## src/core/dts_defines.vh

```
// constants for the dual tag snoop coherency controller
// included by the core files; definitions only
`ifndef DTS_DEFINES_VH
`define DTS_DEFINES_VH
// write policy encodings
`define DTS_POL_WT      2'h0
`define DTS_POL_BWT     2'h1
`define DTS_POL_CB      2'h2
// apb register offsets
`define DTS_REG_CTRL    12'h000
`define DTS_REG_STAT    12'h004
`define DTS_REG_IRQ_ST  12'h008
`define DTS_REG_IRQ_EN  12'h00C
`define DTS_REG_IRQ_CLR 12'h010
// ctrl fields
`define DTS_CTRL_FLUSH  0
`define DTS_CTRL_ALLINV 1
// interrupt event bits
`define DTS_EV_SNOOP    0
`define DTS_EV_WMISS    1
`define DTS_EV_WBACK    2
`define DTS_EV_W        3
`define DTS_ZERO32      32'h00000000
`endif

```

## src/core/dts_ctrl.v

```verilog
// dual tag snoop coherency controller with apb status/interrupt registers
// assumes one clock; processor and system bus inputs synchronous to it
`timescale 1ns/1ns
`include "dts_defines.vh"
// Summary of operation
// - write-through completes when memory write finishes
// - buffered write loads cache and post buffer
// - controller drains posted write over system bus
// - processor write hit sets dirty flag in copy-back mode
// - flush dirty lines before granting bus
// - external read of dirty entry written back first
// - write to absent address is write miss
// - watch system bus for foreign writes
// - processor page compare gives hit or miss
// - snoop compare runs parallel to processor compare
// - snoop miss leaves both tags alone
// - snoop write hit invalidates entry or all entries
// - both tag copies written identically, same cycle
// - lookup takes a single tag access time
// - active-low clear invalidates whole tag
// - hit needs valid flag set
module dts_ctrl #(
	parameter IDX_W  = 4,
	parameter PAGE_W = 8,
	parameter DATA_W = 32
) (
	// clock, reset, clear and strap
	input  wire                    i_clk,
	input  wire                    i_resetn,
	input  wire                    i_clear_n,
	input  wire [1:0]              i_policy,
	// processor side
	input  wire                    i_cpu_req,
	input  wire                    i_cpu_we,
	input  wire [IDX_W+PAGE_W-1:0] i_cpu_addr,
	input  wire [DATA_W-1:0]       i_cpu_wdata,
	output wire                    o_cpu_hit,
	output wire                    o_cpu_ready,
	output reg                     o_cache_we,
	output reg  [IDX_W-1:0]        o_cache_idx,
	output reg  [DATA_W-1:0]       o_cache_wdata,
	// memory write port on the system bus
	output reg                     o_mem_req,
	output reg  [IDX_W+PAGE_W-1:0] o_mem_addr,
	output reg  [DATA_W-1:0]       o_mem_wdata,
	output reg                     o_mem_wb,
	input  wire                    i_mem_done,
	input  wire [DATA_W-1:0]       i_cache_rdata,
	// system bus snooping and arbitration
	input  wire                    i_sys_start,
	input  wire                    i_sys_we,
	input  wire                    i_sys_foreign,
	input  wire [IDX_W+PAGE_W-1:0] i_sys_addr,
	input  wire                    i_bus_req,
	output wire                    o_bus_grant,
	output wire                    o_sys_hold,
	// apb
	input  wire                    psel,
	input  wire                    penable,
	input  wire                    pwrite,
	input  wire [11:0]             paddr,
	input  wire [31:0]             pwdata,
	output reg  [31:0]             prdata,
	output wire                    pready,
	output wire                    pslverr,
	// interrupt
	output wire                    o_irq
);
	localparam DEPTH  = 1 << IDX_W;
	localparam S_IDLE = 6'b000001;
	localparam S_WT   = 6'b000010;
	localparam S_DRN  = 6'b000100;
	localparam S_FLSH = 6'b001000;
	localparam S_GRNT = 6'b010000;
	localparam S_SWB  = 6'b100000;

	// ==========================================================
	// address split and tag lookups
	wire [IDX_W-1:0]  cpu_idx  = i_cpu_addr[IDX_W-1:0];
	wire [PAGE_W-1:0] cpu_page = i_cpu_addr[IDX_W+PAGE_W-1:IDX_W];
	wire [IDX_W-1:0]  sys_idx  = i_sys_addr[IDX_W-1:0];
	wire [PAGE_W-1:0] sys_page = i_sys_addr[IDX_W+PAGE_W-1:IDX_W];
	wire              cpu_dirty;
	wire [PAGE_W-1:0] cpu_lk_page;
	wire              snp_hit;
	wire              snp_dirty;
	reg               tw;
	reg  [IDX_W-1:0]  tw_idx;
	reg  [PAGE_W-1:0] tw_page;
	reg               tw_valid;
	reg               tw_dirty;
	reg               all_inv;
	reg  [5:0]        state_r;
	reg  [5:0]        state_nxt;
	reg  [1:0]        pol_r;
	reg               pol_taken_r;
	reg  [IDX_W-1:0]  scan_r;
	reg  [31:0]       ctrl_r;
	reg  [3:0]        ist_r;
	reg  [3:0]        ien_r;
	wire              clr_all_n = i_clear_n && !all_inv && !ctrl_r[`DTS_CTRL_FLUSH];

	// both copies share the update port so they never differ
	dts_tag_mem #(.IDX_W(IDX_W), .PAGE_W(PAGE_W)) u_cpu_tag (
		.i_clk      (i_clk),
		.i_resetn   (i_resetn),
		.i_lk_idx   ((state_r == S_FLSH) ? scan_r : cpu_idx),
		.i_lk_page  (cpu_page),
		.o_lk_hit   (o_cpu_hit),
		.o_lk_dirty (cpu_dirty),
		.o_lk_page  (cpu_lk_page),
		.i_clear_n  (clr_all_n),
		.i_wr       (tw),
		.i_wr_idx   (tw_idx),
		.i_wr_page  (tw_page),
		.i_wr_valid (tw_valid),
		.i_wr_dirty (tw_dirty)
	);
	// snoop copy compares the system address in the same cycle
	dts_tag_mem #(.IDX_W(IDX_W), .PAGE_W(PAGE_W)) u_snp_tag (
		.i_clk      (i_clk),
		.i_resetn   (i_resetn),
		.i_lk_idx   (sys_idx),
		.i_lk_page  (sys_page),
		.o_lk_hit   (snp_hit),
		.o_lk_dirty (snp_dirty),
		.o_lk_page  (),
		.i_clear_n  (clr_all_n),
		.i_wr       (tw),
		.i_wr_idx   (tw_idx),
		.i_wr_page  (tw_page),
		.i_wr_valid (tw_valid),
		.i_wr_dirty (tw_dirty)
	);

	// ==========================================================
	// write policy strap
	always @(posedge i_clk) begin
		if (!i_resetn) begin
			pol_r       <= `DTS_POL_WT;
			pol_taken_r <= 1'b0;
		end else if (!pol_taken_r) begin
			pol_r       <= i_policy;
			pol_taken_r <= 1'b1;
		end
	end

	// ==========================================================
	// event decode
	wire is_cb     = (pol_r == `DTS_POL_CB);
	wire is_bwt    = (pol_r == `DTS_POL_BWT);
	wire snoop_ev  = i_sys_start && i_sys_foreign;
	wire snp_wr_hit = snoop_ev && i_sys_we && snp_hit;
	wire snp_rd_dirty = snoop_ev && !i_sys_we && snp_hit && snp_dirty && is_cb;
	wire cpu_wr    = i_cpu_req && i_cpu_we && state_r == S_IDLE;
	wire wmiss     = cpu_wr && !o_cpu_hit;
	wire cpu_wr_ok = cpu_wr && !snp_wr_hit && !snp_rd_dirty;
	wire flush_req = is_cb && i_bus_req && state_r == S_IDLE && !i_cpu_req;
	reg  wb_ev;

	// a dirty entry not yet being written back
	function o_cpu_hit_dummy_dirty;
		input d;
		input busy;
		o_cpu_hit_dummy_dirty = d && !busy;
	endfunction

	// ==========================================================
	// controller state machine
	always @* begin
		state_nxt = state_r;
		case (state_r)
			S_IDLE: begin
				if (snp_rd_dirty)
					state_nxt = S_SWB;
				else if (cpu_wr_ok && !is_cb)
					state_nxt = is_bwt ? S_DRN : S_WT;
				else if (flush_req)
					state_nxt = S_FLSH;
			end
			S_WT:    if (i_mem_done) state_nxt = S_IDLE;
			S_DRN:   if (i_mem_done) state_nxt = S_IDLE;
			S_SWB:   if (i_mem_done) state_nxt = S_IDLE;
			S_FLSH: begin
				if (!o_mem_req && scan_r == DEPTH - 1 && !(cpu_dirty && !o_mem_wb))
					state_nxt = S_GRNT;
			end
			S_GRNT:  if (!i_bus_req) state_nxt = S_IDLE;
			default: state_nxt = S_IDLE;
		endcase
	end

	// tag update port: one writer for both copies
	always @* begin
		tw       = 1'b0;
		tw_idx   = cpu_idx;
		tw_page  = cpu_page;
		tw_valid = 1'b1;
		tw_dirty = 1'b0;
		all_inv  = 1'b0;
		if (snp_wr_hit) begin
			if (ctrl_r[`DTS_CTRL_ALLINV])
				all_inv = 1'b1;
			else begin
				tw       = 1'b1;
				tw_idx   = sys_idx;
				tw_page  = sys_page;
				tw_valid = 1'b0;
			end
		end else if (state_r == S_FLSH && i_mem_done) begin
			tw       = 1'b1;
			tw_idx   = scan_r;
			tw_page  = o_mem_addr[IDX_W+PAGE_W-1:IDX_W];
		end else if (state_r == S_SWB && i_mem_done) begin
			tw       = 1'b1;
			tw_idx   = o_mem_addr[IDX_W-1:0];
			tw_page  = o_mem_addr[IDX_W+PAGE_W-1:IDX_W];
		end else if (cpu_wr_ok) begin
			tw       = 1'b1;
			tw_dirty = is_cb;
		end
	end

	// processor stalls for write-through memory cycles, copy-back work and a write issued while a posted write drains
	assign o_cpu_ready = (state_r == S_IDLE && !(i_cpu_we && !cpu_wr_ok)
	                      && !(i_cpu_we && !is_cb && !is_bwt))
	                   || (state_r == S_WT && i_mem_done)
	                   || (state_r == S_DRN && !i_cpu_we);
	assign o_bus_grant = (state_r == S_GRNT) || (!is_cb && state_r == S_IDLE && i_bus_req);
	assign o_sys_hold  = (state_r == S_SWB);

	always @(posedge i_clk) begin
		if (!i_resetn) begin
			state_r       <= S_IDLE;
			scan_r        <= {IDX_W{1'b0}};
			o_mem_req     <= 1'b0;
			o_mem_wb      <= 1'b0;
			o_mem_addr    <= {(IDX_W+PAGE_W){1'b0}};
			o_mem_wdata   <= {DATA_W{1'b0}};
			o_cache_we    <= 1'b0;
			o_cache_idx   <= {IDX_W{1'b0}};
			o_cache_wdata <= {DATA_W{1'b0}};
			wb_ev         <= 1'b0;
		end else begin
			state_r    <= state_nxt;
			o_cache_we <= 1'b0;
			wb_ev      <= 1'b0;
			if (i_mem_done) begin
				o_mem_req <= 1'b0;
				o_mem_wb  <= 1'b0;
				wb_ev     <= o_mem_wb;
			end
			if (state_r == S_IDLE && cpu_wr_ok) begin
				o_cache_we    <= 1'b1;
				o_cache_idx   <= cpu_idx;
				o_cache_wdata <= i_cpu_wdata;
				if (!is_cb) begin
					o_mem_req   <= 1'b1;
					o_mem_addr  <= i_cpu_addr;
					o_mem_wdata <= i_cpu_wdata; // posted buffer in buffered mode
				end
			end
			if (state_r == S_IDLE && snp_rd_dirty) begin
				o_mem_req   <= 1'b1;
				o_mem_wb    <= 1'b1;
				o_mem_addr  <= i_sys_addr;
				o_mem_wdata <= i_cache_rdata;
			end
			if (state_r == S_IDLE && flush_req)
				scan_r <= {IDX_W{1'b0}};
			// flush walk: one entry per step, write back when dirty
			if (state_r == S_FLSH && !o_mem_req) begin
				if (o_cpu_hit_dummy_dirty(cpu_dirty, o_mem_wb)) begin
					o_mem_req   <= 1'b1;
					o_mem_wb    <= 1'b1;
					o_mem_addr  <= {cpu_lk_page, scan_r};
					o_mem_wdata <= i_cache_rdata;
				end else if (scan_r != DEPTH - 1)
					scan_r <= scan_r + 1'b1;
			end
		end
	end

	// ==========================================================
	// apb registers and interrupt
	wire apb_wr = psel && penable && pwrite;
	assign pready  = 1'b1;
	assign pslverr = 1'b0;
	wire [3:0] ev_set = {o_cache_we && !is_cb && !is_bwt, wb_ev, wmiss, snp_wr_hit};
	always @(posedge i_clk) begin
		if (!i_resetn) begin
			ctrl_r <= `DTS_ZERO32;
			ist_r  <= 4'h0;
			ien_r  <= 4'h0;
		end else begin
			ctrl_r[`DTS_CTRL_FLUSH] <= 1'b0;
			if (apb_wr && paddr == `DTS_REG_CTRL)
				ctrl_r <= pwdata;
			if (apb_wr && paddr == `DTS_REG_IRQ_EN)
				ien_r <= pwdata[3:0];
			// set wins over a clear in the same cycle
			ist_r <= (ist_r & ~((apb_wr && paddr == `DTS_REG_IRQ_CLR) ? pwdata[3:0] : 4'h0))
			       | ev_set;
		end
	end
	assign o_irq = |(ist_r & ien_r);
	always @* begin
		case (paddr)
			`DTS_REG_CTRL:   prdata = ctrl_r;
			`DTS_REG_STAT:   prdata = {24'h000000, pol_r, state_r};
			`DTS_REG_IRQ_ST: prdata = {28'h0000000, ist_r};
			`DTS_REG_IRQ_EN: prdata = {28'h0000000, ien_r};
			default:         prdata = `DTS_ZERO32;
		endcase
	end
endmodule

```

## src/core/dts_tag_mem.v

```verilog
// one tag copy: page, valid and dirty per entry, with a single-cycle compare
// assumes writes come from the controller which drives both copies alike
`timescale 1ns/1ns
`include "dts_defines.vh"
module dts_tag_mem #(
	parameter IDX_W  = 4,
	parameter PAGE_W = 8
) (
	// clock and reset
	input  wire              i_clk,
	input  wire              i_resetn,
	// lookup port
	input  wire [IDX_W-1:0]  i_lk_idx,
	input  wire [PAGE_W-1:0] i_lk_page,
	output wire              o_lk_hit,
	output wire              o_lk_dirty,
	output wire [PAGE_W-1:0] o_lk_page,
	// update port
	input  wire              i_clear_n,
	input  wire              i_wr,
	input  wire [IDX_W-1:0]  i_wr_idx,
	input  wire [PAGE_W-1:0] i_wr_page,
	input  wire              i_wr_valid,
	input  wire              i_wr_dirty
);
	localparam DEPTH = 1 << IDX_W;
	reg [PAGE_W-1:0] page_r  [0:DEPTH-1];
	reg [DEPTH-1:0]  valid_r;
	reg [DEPTH-1:0]  dirty_r;
	genvar g;
	// hit needs both page equality and the valid flag
	assign o_lk_hit   = valid_r[i_lk_idx] && (page_r[i_lk_idx] == i_lk_page);
	assign o_lk_dirty = dirty_r[i_lk_idx];
	// stored page lets a write-back rebuild the full line address
	assign o_lk_page  = page_r[i_lk_idx];
	generate
		for (g = 0; g < DEPTH; g = g + 1) begin : g_ent
			always @(posedge i_clk) begin
				if (!i_resetn || !i_clear_n) begin
					valid_r[g] <= 1'b0;
					dirty_r[g] <= 1'b0;
				end else if (i_wr && i_wr_idx == g) begin
					valid_r[g] <= i_wr_valid;
					dirty_r[g] <= i_wr_dirty;
				end
			end
			always @(posedge i_clk) begin
				if (i_wr && i_wr_idx == g)
					page_r[g] <= i_wr_page;
			end
		end
	endgenerate
endmodule

```

## config.mk

```make
export PLATFORM = sky130hd
export DESIGN_NAME = dts_ctrl
export DESIGN_NICKNAME = d
export VERILOG_FILES = /design/src/core/dts_ctrl.v /design/src/core/dts_tag_mem.v
export VERILOG_INCLUDE_DIRS = /design/src /design/src/core
export SDC_FILE = /design/constraint.sdc
export NUM_CORES = 1
export LEC_CHECK = 0
export ABC_AREA = 0
export BUFFER_PORTS_ARGS = -buffer_cell sky130_fd_sc_hd__buf_2
export CAP_MARGIN = 5
export CORE_UTILIZATION = 55
export DETAILED_ROUTE_END_ITERATION = 10
export GPL_TIMING_DRIVEN = 1
export PLACE_DENSITY = 0.89
export SLEW_MARGIN = 20
export SYNTH_ARGS = -nofsm -noshare
export SYNTH_HDL_FRONTEND = slang
export SYNTH_SLANG_ARGS = --single-unit
export TNS_END_PERCENT = 10
```

## constraint.sdc

```tcl
create_clock -name i_clk -period 4.6 [get_ports i_clk]
set_clock_uncertainty 0.1 [all_clocks]
set_input_delay 0.92 -clock i_clk [delete_from_list [all_inputs] [get_ports i_clk]]
set_output_delay 0.92 -clock i_clk [all_outputs]
set_load 0.005 [all_outputs]
```

==> Word level (Yosys, flattened, before mapping) <==
Memory sizes are Yosys's and may differ from the RTL's.
Cells that the tools add are included.
{ "word_totals": {"register_bits": 169, "ram_bits": 256, "in_bits": 147, "out_inout_bits": 122, "word_cells": 399, "n_memories": 2} }
{ "classes": {"n_addsub": 1, "magnitude_cmp": 2, "eq_ne": 35, "n_mux": 187, "n_bitwise": 4, "reduce_logical": 120} }
{ "mem_list": {"columns": ["name", "words", "width", "read_ports", "rd_ports_with_merged_regs", "wr", "line_no", "text"], "rows": [
  ["u_cpu_tag.page_r", 16, 8, 1, 0, 1, "dts_tag_mem.v:27", "reg [PAGE_W-1:0] page_r [0:DEPTH-1];"],
  ["u_snp_tag.page_r", 16, 8, 1, 0, 1, "dts_tag_mem.v:27", null]
]} }
{ "ops": {"columns": ["operator", "count"], "rows": [
  ["$mux W8", 34],
  ["$reduce_or A8 Y1", 30],
  ["$mux W32", 5],
  ["$mux W4", 40],
  ["$pmux W32 S4", 1],
  ["$mux W1", 90],
  ["$logic_and A1 B1 Y1", 61],
  ["$mux W12", 5],
  ["$eq A4 B4 Y1 const B", 9],
  ["$mux W6", 6],
  ["$eq A12 B4 Y1 const B", 2],
  ["$pmux W6 S4", 1],
  ["$logic_not A1 Y1", 18],
  ["$bmux W1 S4", 4],
  ["$eq A4 B3 Y1 const B", 4],
  ["$eq A8 B8 Y1", 2],
  ["$eq A12 B3 Y1 const B", 1],
  ["$eq A12 B5 Y1 const B", 1],
  ["$logic_not A12 Y1", 1],
  ["$lt A4 B5 Y1 const B", 2],
  ["$and A4 B4 Y4", 2],
  ["$eq A4 B2 Y1 const B", 2],
  ["$ne A4 B4 Y1 const B", 2],
  ["$eq A6 B1 Y1 const B", 1],
  ["20 further kinds", 25]
]} }

==> Longest topological paths before layout <==
Gate-level depths: netlist (run 1).
{ "logic_depth": {"word_depth": 31, "mapped_depth": 14, "ltp_nobuf": 9} }

==> By module <==
Synthesis (run 1) repeated with hierarchy kept, for this count alone.
{ "unflattened": {"hier_cells": 1606, "area_unflattened_um2": 19467.4} }
{ "modules_own_cells": {"columns": ["module", "n_inst", "cells_each", "area_each_um2", "seq_area_each_um2"], "rows": [
  ["dts_tag_mem (u_snp_tag)", 1, 421, 6565.0, 4484.3],
  ["dts_tag_mem (u_cpu_tag)", 1, 408, 6525.0, 4484.3],
  ["dts_ctrl", 1, 777, 6377.4, 2742.6]
]} }

==> Worst setup path before layout (run 1) <==
No wires, ideal clock.
{ "synth_timing": {"path_kind": "input to output", "start": "in i_sys_addr[0]", "end": "out o_cpu_ready", "arrival_time_ns": 3.382, "t_required_ns": 3.580, "setup_slack_ns": 0.198, "path_stages": 14, "n_path_buf": 5, "cell_sequence": "buf_6 -> buf_6 -> buf_4 -> mux2_2 -> o22ai_1 -> nor3_1 -> nand3b_1 -> nor4_4 -> o21ai_2 -> o21a_1 -> buf_4 -> buf_6 -> inv_1 -> o21ai_0"} }
{ "synth_between": {"elab_chain_cells": 15, "elab_cells_between_ends": 22, "cone_classes": "eq/ne (1); mux (4); reduce/logical (16); memory (1)"} }
{ "synth_rtl": {"columns": ["element", "line_no", "text"], "rows": [
  ["start: declaration", "dts_ctrl.v:53", "input wire [IDX_W+PAGE_W-1:0] i_sys_addr,"],
  ["$mem_v2 Z16 W8 / $bmux W1 S4 (equally long branches)", null, null],
  ["$eq A8 B8 Y1 / $mux W1 (equally long branches)", "dts_tag_mem.v:32", "assign o_lk_hit = valid_r[i_lk_idx] && (page_r[i_lk_idx] == i_lk_page);"],
  ["$logic_and A1 B1 Y1", "dts_tag_mem.v:32", null],
  ["$logic_and A1 B1 Y1 (3 in series)", "dts_ctrl.v:154", "wire snp_rd_dirty = snoop_ev && !i_sys_we && snp_hit && snp_dirty && is_cb;"],
  ["$logic_not A1 Y1", "dts_ctrl.v:157", "wire cpu_wr_ok = cpu_wr && !snp_wr_hit && !snp_rd_dirty;"],
  ["$logic_and A1 B1 Y1 (*)", "dts_ctrl.v:157", null],
  ["$logic_not A1 Y1 (*)", "dts_ctrl.v:225", "assign o_cpu_ready = (state_r == S_IDLE && !(i_cpu_we && !cpu_wr_ok)"],
  ["$logic_and A1 B1 Y1 (*)", "dts_ctrl.v:225", null],
  ["$logic_not A1 Y1 (*)", "dts_ctrl.v:225", null],
  ["$logic_and A1 B1 Y1 (*)", "dts_ctrl.v:225", null],
  ["$logic_and A1 B1 Y1 (*)", "dts_ctrl.v:226", "&& !(i_cpu_we && !is_cb && !is_bwt))"],
  ["$logic_or A1 B1 Y1 (*)", "dts_ctrl.v:227", "|| (state_r == S_WT && i_mem_done)"],
  ["$logic_or A1 B1 Y1 (*)", "dts_ctrl.v:228", "|| (state_r == S_DRN && !i_cpu_we);"],
  ["end: declaration", "dts_ctrl.v:38", "output wire o_cpu_ready,"]
]} }
Mark *: on every way between the ends. The rest lies on a longest branch, timed or not. The select of a mux whose other input is x is not followed.

==> Worst setup path after layout (run 1) <==
{ "layout_timing": {"start": "reg state_r[1]", "end": "out o_cpu_hit"} }
{ "layout_between": {"elab_chain_cells": 5, "elab_cells_between_ends": 7, "cone_classes": "eq/ne (2); mux (3); reduce/logical (1); memory (1)"} }
{ "layout_rtl": {"columns": ["element", "line_no", "text"], "rows": [
  ["start: declaration", "dts_ctrl.v:93", "reg [5:0] state_r;"],
  ["start signal: assignment", "dts_ctrl.v:245", "state_r <= state_nxt;"],
  ["$eq A6 B4 Y1 (*)", "dts_ctrl.v:107", ".i_lk_idx ((state_r == S_FLSH) ? scan_r : cpu_idx),"],
  ["$mux W4 (*)", "dts_ctrl.v:107", null],
  ["$mem_v2 Z16 W8 / $bmux W1 S4 (equally long branches)", null, null],
  ["$eq A8 B8 Y1 / $mux W1 (equally long branches)", "dts_tag_mem.v:32", null],
  ["$logic_and A1 B1 Y1 (*)", "dts_tag_mem.v:32", null],
  ["end: declaration", "dts_ctrl.v:37", "output wire o_cpu_hit,"]
]} }
Marked as above.

==> out/results.txt, run 1 <==
status - finished, violations left
failing checks - setup timing
cell area after placement - 0.0175 sq mm
Power Density - 320 mW/mm^2
Synth top area share - 25.4%
Remaining DRCs - 0
Post-Syn Nets - 1578
required time worst endpoint - 3.58 ns
Worst R2R Setup Slack - 0.54 ns
Detail Placement HPWL - 35.8 mm
gr ovfl total - 0
antenna violations before repair - 7
Bufs on Longest Clock Path - 3
H-tree levels - 1
Die Y - 168 um
gpl congestion - 0.970
cell depth of the worst flop-to-flop path - 10
cts hold-fix bufs - 0
Starting Density - 56.2%
Boundary Pins - 269
Iter 0 DRT Violations - 1884
GRT Total Usage - 34.8%
Max Cap Viol - 0
final setup TNS - -0.0182 ns
Period minus WS final - 4.62 ns
RSZ-0062 raised after global routing - true
top cells by area, synth - edfxtp_1 25%, dfxtp_1 22%, mux2i_1 9.9%, mux4_2 5.2%, nand2_1 3.7%
Ys Warns - 0
CTS tree - built
Clock Latency Late Sink - 0.59 ns
CP startpoint - state_r[1]
largest net degree at the start of global routing - 83
Async S/R FF share, synth - 0%
Die Width - 168 um
layout cells sized above 1 - 33.3%
synthesized flop and latch total - 297
final hold viol count - 0
post-route cell area - 0.0190 sq mm
final wirelength - 51.2 mm
CTS root buf - clkbuf_16
WHS - 0.352 ns
Rows - 60
R2R Path End - u_snp_tag.page_r[7][7]
CP Max Fanout - 6
TritonRoute pass-1 iters - 6
fmax - 0.217 GHz
Seq/Total Area, Yosys - 47.7%
CTS clock-pin slew for the worst setup and hold paths - 0.06 ns
worst-case hold path end point - ctrl_r[14]
post-synth cell types - 88
Fillers - 1788
Avg Cell Area, Syn - 10.6 sq um
worst min path class - flop to flop
Final Non-Filler Cells - 2121
Top FF cell, synth - dfxtp_1
Crit. End Element - output port
cts bufs inserted - 30
Setup violations, final - 1
via count - 14000
Layout area overhead - 25.8%
pins over their slew limit - 0
placed instance count - 2038
post-synthesis cell count - 1430
Avg WL per Cell - 24.1 um
most frequent cell after synthesis - dfxtp_1
die area - 0.0282 sq mm
CP startpoint kind - flop
Post-synth EDFFs - 128
CP Class - flop to output port
post-route ant nets - 0
core area - 0.0270 sq mm
post-synthesis cell area - 0.0151 sq mm
fin crit share - 100%
max_slew headroom - 30.9%
worst vdd ir - 0.279 mV
most common library cells after synthesis - 169 x dfxtp_1, 150 x mux2i_1, 148 x nand2_1
worst r2r src - state_r[3]
Worst Tran Pin Value - 1.04 ns
Critical Path AT - 3.60 ns
hold path depth - 2
buffers added on ports - 266
DR vias/cell - 6.60
P_leak - 0.00752 uW
final core occ - 70.7%
final worst slack - -0.0182 ns
clock sinks - 297
vias in the first global route - 13600
Nets - 1898
cell taking the most area after synthesis - edfxtp_1
first-pass GRT wire length - 75.7 mm
Hold Crit Start - ctrl_r[14]
[cell families (layout without fill, tap and decap cells)]
group	Yosys count	count (layout)	synth area share [%]
AND/OR/NAND/NOR	410	410	13.2
AO/OA/AOI/OAI	372	372	17.3
flip-flops	297	297	47.7
multiplexers	204	204	16.5
buffers and inverters	123	466	3.90
XOR/XNOR	21	21	1.21
other	2	9	0.0496
adder cells (fa/ha/maj)	1	1	0.0826
[registers in the layout (all words and copies together), names as in the netlist, 2 cells and up]
register	cells
state_r	6
u_snp_tag.page_r	128
u_cpu_tag.dirty_r	8
scan_r	4
u_cpu_tag.valid_r	7
ien_r	4
u_snp_tag.dirty_r	8
o_cache_wdata	32
o_mem_wdata	32
pol_r	2
ist_r	4
ctrl_r	32
u_snp_tag.valid_r	9
o_mem_addr	12
o_cache_idx	4
[metrics by stage]
step / total power (uW) / setup WS (ns)
after global routing: 6270 / -0.109
after global placement: 3670 / 0.164
after detailed placement: 3690 / 0.0923
after floorplan: 3370 / 0.198
after CTS: 6060 / 0.00789
final: 6090 / -0.0182
[worst max path at each step]
stage,end,depth (start not counted)
after global routing,o_cpu_hit,11
after CTS,o_cpu_hit,12
after global placement,o_cpu_hit,11
after detailed placement,o_cpu_ready,14
final,o_cpu_hit,12
after floorplan,o_cpu_ready,14
[timing repair]
item                                    CTS  global route
gates resized for setup                  42            42
pin swaps                                16            20
gates cloned                              0             2
hold endpoints to repair                  0             0
setup buffers                            13             6
endpoints found under the setup margin    1             2
[report_power, final]
group / internal, uW / switching, uW
combinational: 372 / 487
clock: 1310 / 1070
sequential: 2810 / 44.7
total: 4490 / 1600
[worst max-delay path: stages, from the launching register on]
cell	delay [ns]
dfxtp_2	0.34
or3_4	0.41
buf_12	0.16
o21ai_4	0.18
nand2_4	0.11
buf_12	0.17
mux2i_4	0.20
o22ai_2	0.11
or4_4	0.56
xor2_1	0.17
nor4_2	0.25
and3_1	0.20
buf_2	0.13
[per-layer routing]
metal / routed length (um) / up-vias / track usage [%]
met5: 0 / - / 0
met3: 5820 / 288 / 8.93
met1: 17900 / 6607 / 40.2
li1: - / 6052 / -
met4: 3970 / 0 / 25.4
met2: 23500 / 1041 / 56.2
[cell type report]
type | instances | area [sq um] | area share (%)
Tap cell | 341 | 427 | 2.24
Clock inverter | 25 | 208 | 1.09
Antenna cell | 7 | 17.5 | 0.0920
Multi-Input combinational cell | 1010 | 7690 | 40.4
Timing Repair Buffer | 391 | 2640 | 13.9
Inverter | 20 | 75.1 | 0.394
Sequential cell | 297 | 7240 | 38.0
Clock buffer | 30 | 751 | 3.94
[layout by cell type (no fill, tap or decap), types with 19 or more instances in the layout]
master,netlist,layout
buf_2,25,266
dfxtp_1,169,163
mux2i_1,150,145
nand2_1,148,144
edfxtp_1,128,128
buf_4,12,92
a21oi_1,94,91
nor2_1,81,78
o21ai_0,66,63
mux4_2,35,35
clkbuf_16,0,32
and2_1,29,29
and3_1,29,29
nand3_1,27,27
buf_12,0,25
nor3_1,26,23
mux2_2,19,19
Note: power is estimated with default switching activity, not from simulation.
==> run 2: changes to the inputs <==
--- a/config.mk
+++ b/config.mk
@@ -13,6 +13,7 @@
 export DETAILED_ROUTE_END_ITERATION = 10
 export GPL_TIMING_DRIVEN = 1
 export PLACE_DENSITY = 0.89
+export RECOVER_POWER = 25
 export SLEW_MARGIN = 20
 export SYNTH_ARGS = -nofsm -noshare
 export SYNTH_HDL_FRONTEND = slang
==> run 2 against run 1 <==
Against the previous run:
- final cell count barely moved
- count of clock-buffer cells in the layout did not move
- the run ends with capacitance limit, slew limit, setup timing left
- wire length rose by 0.13%
- flip-flop and latch count did not move
- critical endpoint unchanged
- register-to-register slack improved by 0.02 ns
- hold slack barely moved
- total power barely moved
- final area fell by 0.39%
- non-clock buffer count did not move
==> out/results.txt, run 2 (synthesis results as in run 1) <==
most common cell after layout, fill and taps aside - buf_2 (unchanged)
CTS root buf - clkbuf_16 (unchanged)
gr ovfl total - 0 (unchanged)
vias in the first global route - 13600 (unchanged)
Clock Latency Late Sink - 0.59 ns (about the same)
Power, Total - 6090 uW (about the same)
Crit. End Element - output port (unchanged)
Worst R2R Setup Slack - 0.56 ns (was 0.54 ns)
Setup violations, final - 1 (unchanged)
P_leak - 0.00731 uW (was 0.00752 uW)
Avg WL per Cell - 24.2 um (was 24.1 um)
gpl congestion - 0.970 (unchanged)
Fillers - 1836 (was 1788)
CTS tree - built (unchanged)
WHS - 0.352 ns (about the same)
status - finished, violations left (unchanged)
core area - 0.0270 sq mm (unchanged)
buffers added on ports - 266 (unchanged)
required time worst endpoint - 3.58 ns (about the same)
Nets - 1898 (unchanged)
Detail Placement HPWL - 35.8 mm (unchanged)
Die Y - 168 um (unchanged)
Rows - 60 (unchanged)
Iter 0 DRT Violations - 1859 (was 1884)
DR vias/cell - 6.62 (was 6.60)
clock sinks - 297 (unchanged)
layout cells sized above 1 - 30.3% (was 33.3%)
final hold viol count - 0 (unchanged)
post-route ant nets - 0 (unchanged)
Internal - 4490 uW (about the same)
die area - 0.0282 sq mm (unchanged)
worst r2r src - state_r[3] (unchanged)
final worst slack - -0.00508 ns (was -0.0182 ns)
cts bufs inserted - 30 (unchanged)
worst vdd ir - 0.280 mV (was 0.279 mV)
Bufs on Longest Clock Path - 3 (unchanged)
Max Cap Viol - 2 (was 0)
most frequent cells in the layout - 214 x buf_2, 163 x dfxtp_1, 145 x mux2i_1, 144 x nand2_1, 128 x edfxtp_1 (was 266 x buf_2, 163 x dfxtp_1, 145 x mux2i_1, 144 x nand2_1, 128 x edfxtp_1)
antenna violations before repair - 7 (unchanged)
combinational power share - 14.0% (was 14.1%)
Hold Crit Start - ctrl_r[12] (was ctrl_r[14])
fin crit share - 100% (about the same)
RSZ-0062 raised after global routing - true (unchanged)
Flop pwr share - 47.0% (was 46.9%)
largest net degree at the start of global routing - 83 (unchanged)
failing checks - capacitance limit, slew limit, setup timing (was setup timing)
Starting Density - 56.2% (unchanged)
CTS clock-pin slew for the worst setup and hold paths - 0.06 ns (about the same)
first-pass GRT wire length - 75.7 mm (unchanged)
GRT Total Usage - 34.8% (unchanged)
Clock power frac - 39.1% (was 39.0%)
Die Width - 168 um (unchanged)
CP startpoint - state_r[1] (unchanged)
pins over their slew limit - 131 (was 0)
FF+latch area - 0.00724 sq mm (unchanged)
CP startpoint kind - flop (unchanged)
Layout area overhead - 25.3% (was 25.8%)
Top reg by flops - u_snp_tag.page_r (unchanged)
multi-input logic area - 0.00769 sq mm (about the same)
CP Class - flop to output port (unchanged)
Power Density - 321 mW/mm^2 (was 320 mW/mm^2)
CP Max Fanout - 6 (unchanged)
Critical Path AT - 3.59 ns (was 3.60 ns)
Remaining DRCs - 0 (unchanged)
H-tree levels - 1 (unchanged)
final wirelength - 51.3 mm (was 51.2 mm)
Net Sw Frac - 26.3% (was 26.2%)
fmax - 0.217 GHz (about the same)
via count - 14000 (about the same)
flip-flop count of the largest register after layout - 128 (unchanged)
Sw Pwr - 1600 uW (about the same)
worst min path class - flop to flop (unchanged)
cts hold-fix bufs - 0 (unchanged)
max_slew headroom - -32.1% (was 30.9%)
final core occ - 70.4% (was 70.7%)
Period minus WS final - 4.61 ns (was 4.62 ns)
TritonRoute pass-1 iters - 8 (was 6)
Worst Tran Pin Value - 1.98 ns (was 1.04 ns)
Boundary Pins - 269 (unchanged)
[run 2: cell types whose count changed in the layout (fill, tap and decap cells not counted)]
| cell | previous run | this run |
|---|---|---|
| buf_2 | 266 | 214 |
| clkbuf_1 | 0 | 52 |
| clkbuf_2 | 0 | 1 |
| inv_2 | 1 | 0 |
| diode_2 | 7 | 6 |
| buf_4 | 92 | 91 |
| nor3_1 | 23 | 24 |
| nor3_2 | 1 | 0 |
| clkinv_1 | 13 | 14 |
[run 2: power by group through the flow]
stage | Sequential, uW | Clock, uW | Combinational, uW
2_1_floorplan | 2910 | 0 | 454
3_3_place_gp | 2910 | 0 | 757
3_5_place_dp | 2910 | 0 | 773
4_1_cts | 2860 | 2400 | 803
5_1_grt | 2870 | 2500 | 897
6_report | 2860 | 2380 | 850
[run 2: area by class of cell]
class	count	area share, %
antenna	6	0.0791
clock buffer	30	3.96
multi-input combinational	1010	40.5
clock inverter	25	1.09
sequential	297	38.2
inverter	20	0.396
timing repair buffer	391	13.6
tap	341	2.25
[run 2: final timing paths]
| check | cells after the start | to |
|---|---|---|
| worst max-delay path | 12 | o_cpu_hit |
| worst min-delay path | 2 | ctrl_r[12] |
| worst max register to register | 13 | o_mem_addr[2] |
| worst min register to register | 2 | ctrl_r[12] |
[run 2: metal layers]
| metal | part of all wire (%) | track usage, % |
|---|---|---|
| met3 | 11 | 8.93 |
| met1 | 35 | 40.2 |
| met2 | 46 | 56.2 |
| met4 | 7.8 | 25.4 |
| met5 | 0 | 0 |
[run 2: worst max-delay path: stages, from the launching register on]
cell	delay [ns]
dfxtp_2	0.35
or3_4	0.41
buf_12	0.16
o21ai_4	0.18
nand2_4	0.11
buf_12	0.17
mux2i_4	0.19
o22ai_2	0.11
or4_4	0.56
xor2_1	0.17
nor4_2	0.25
and3_1	0.20
buf_2	0.12
[run 2: metrics by stage]
step                      setup slack, ns  cell area, sq um  std cells  TNS (ns)
after detailed placement           0.0923             17500       2038         0
after floorplan                     0.198             15100       1430         0
after global routing               -0.109             19000       2119    -0.135
final                            -0.00508             19000       2120  -0.00508
after CTS                         0.00789             18700       2106         0
after global placement              0.164             17500       2038         0
[run 2: repair_timing]
action	in CTS	in global routing
gates cloned	0	2
pin swaps	16	20
setup buffers	13	6
endpoints found under the setup margin	1	2
gates resized for setup	42	42
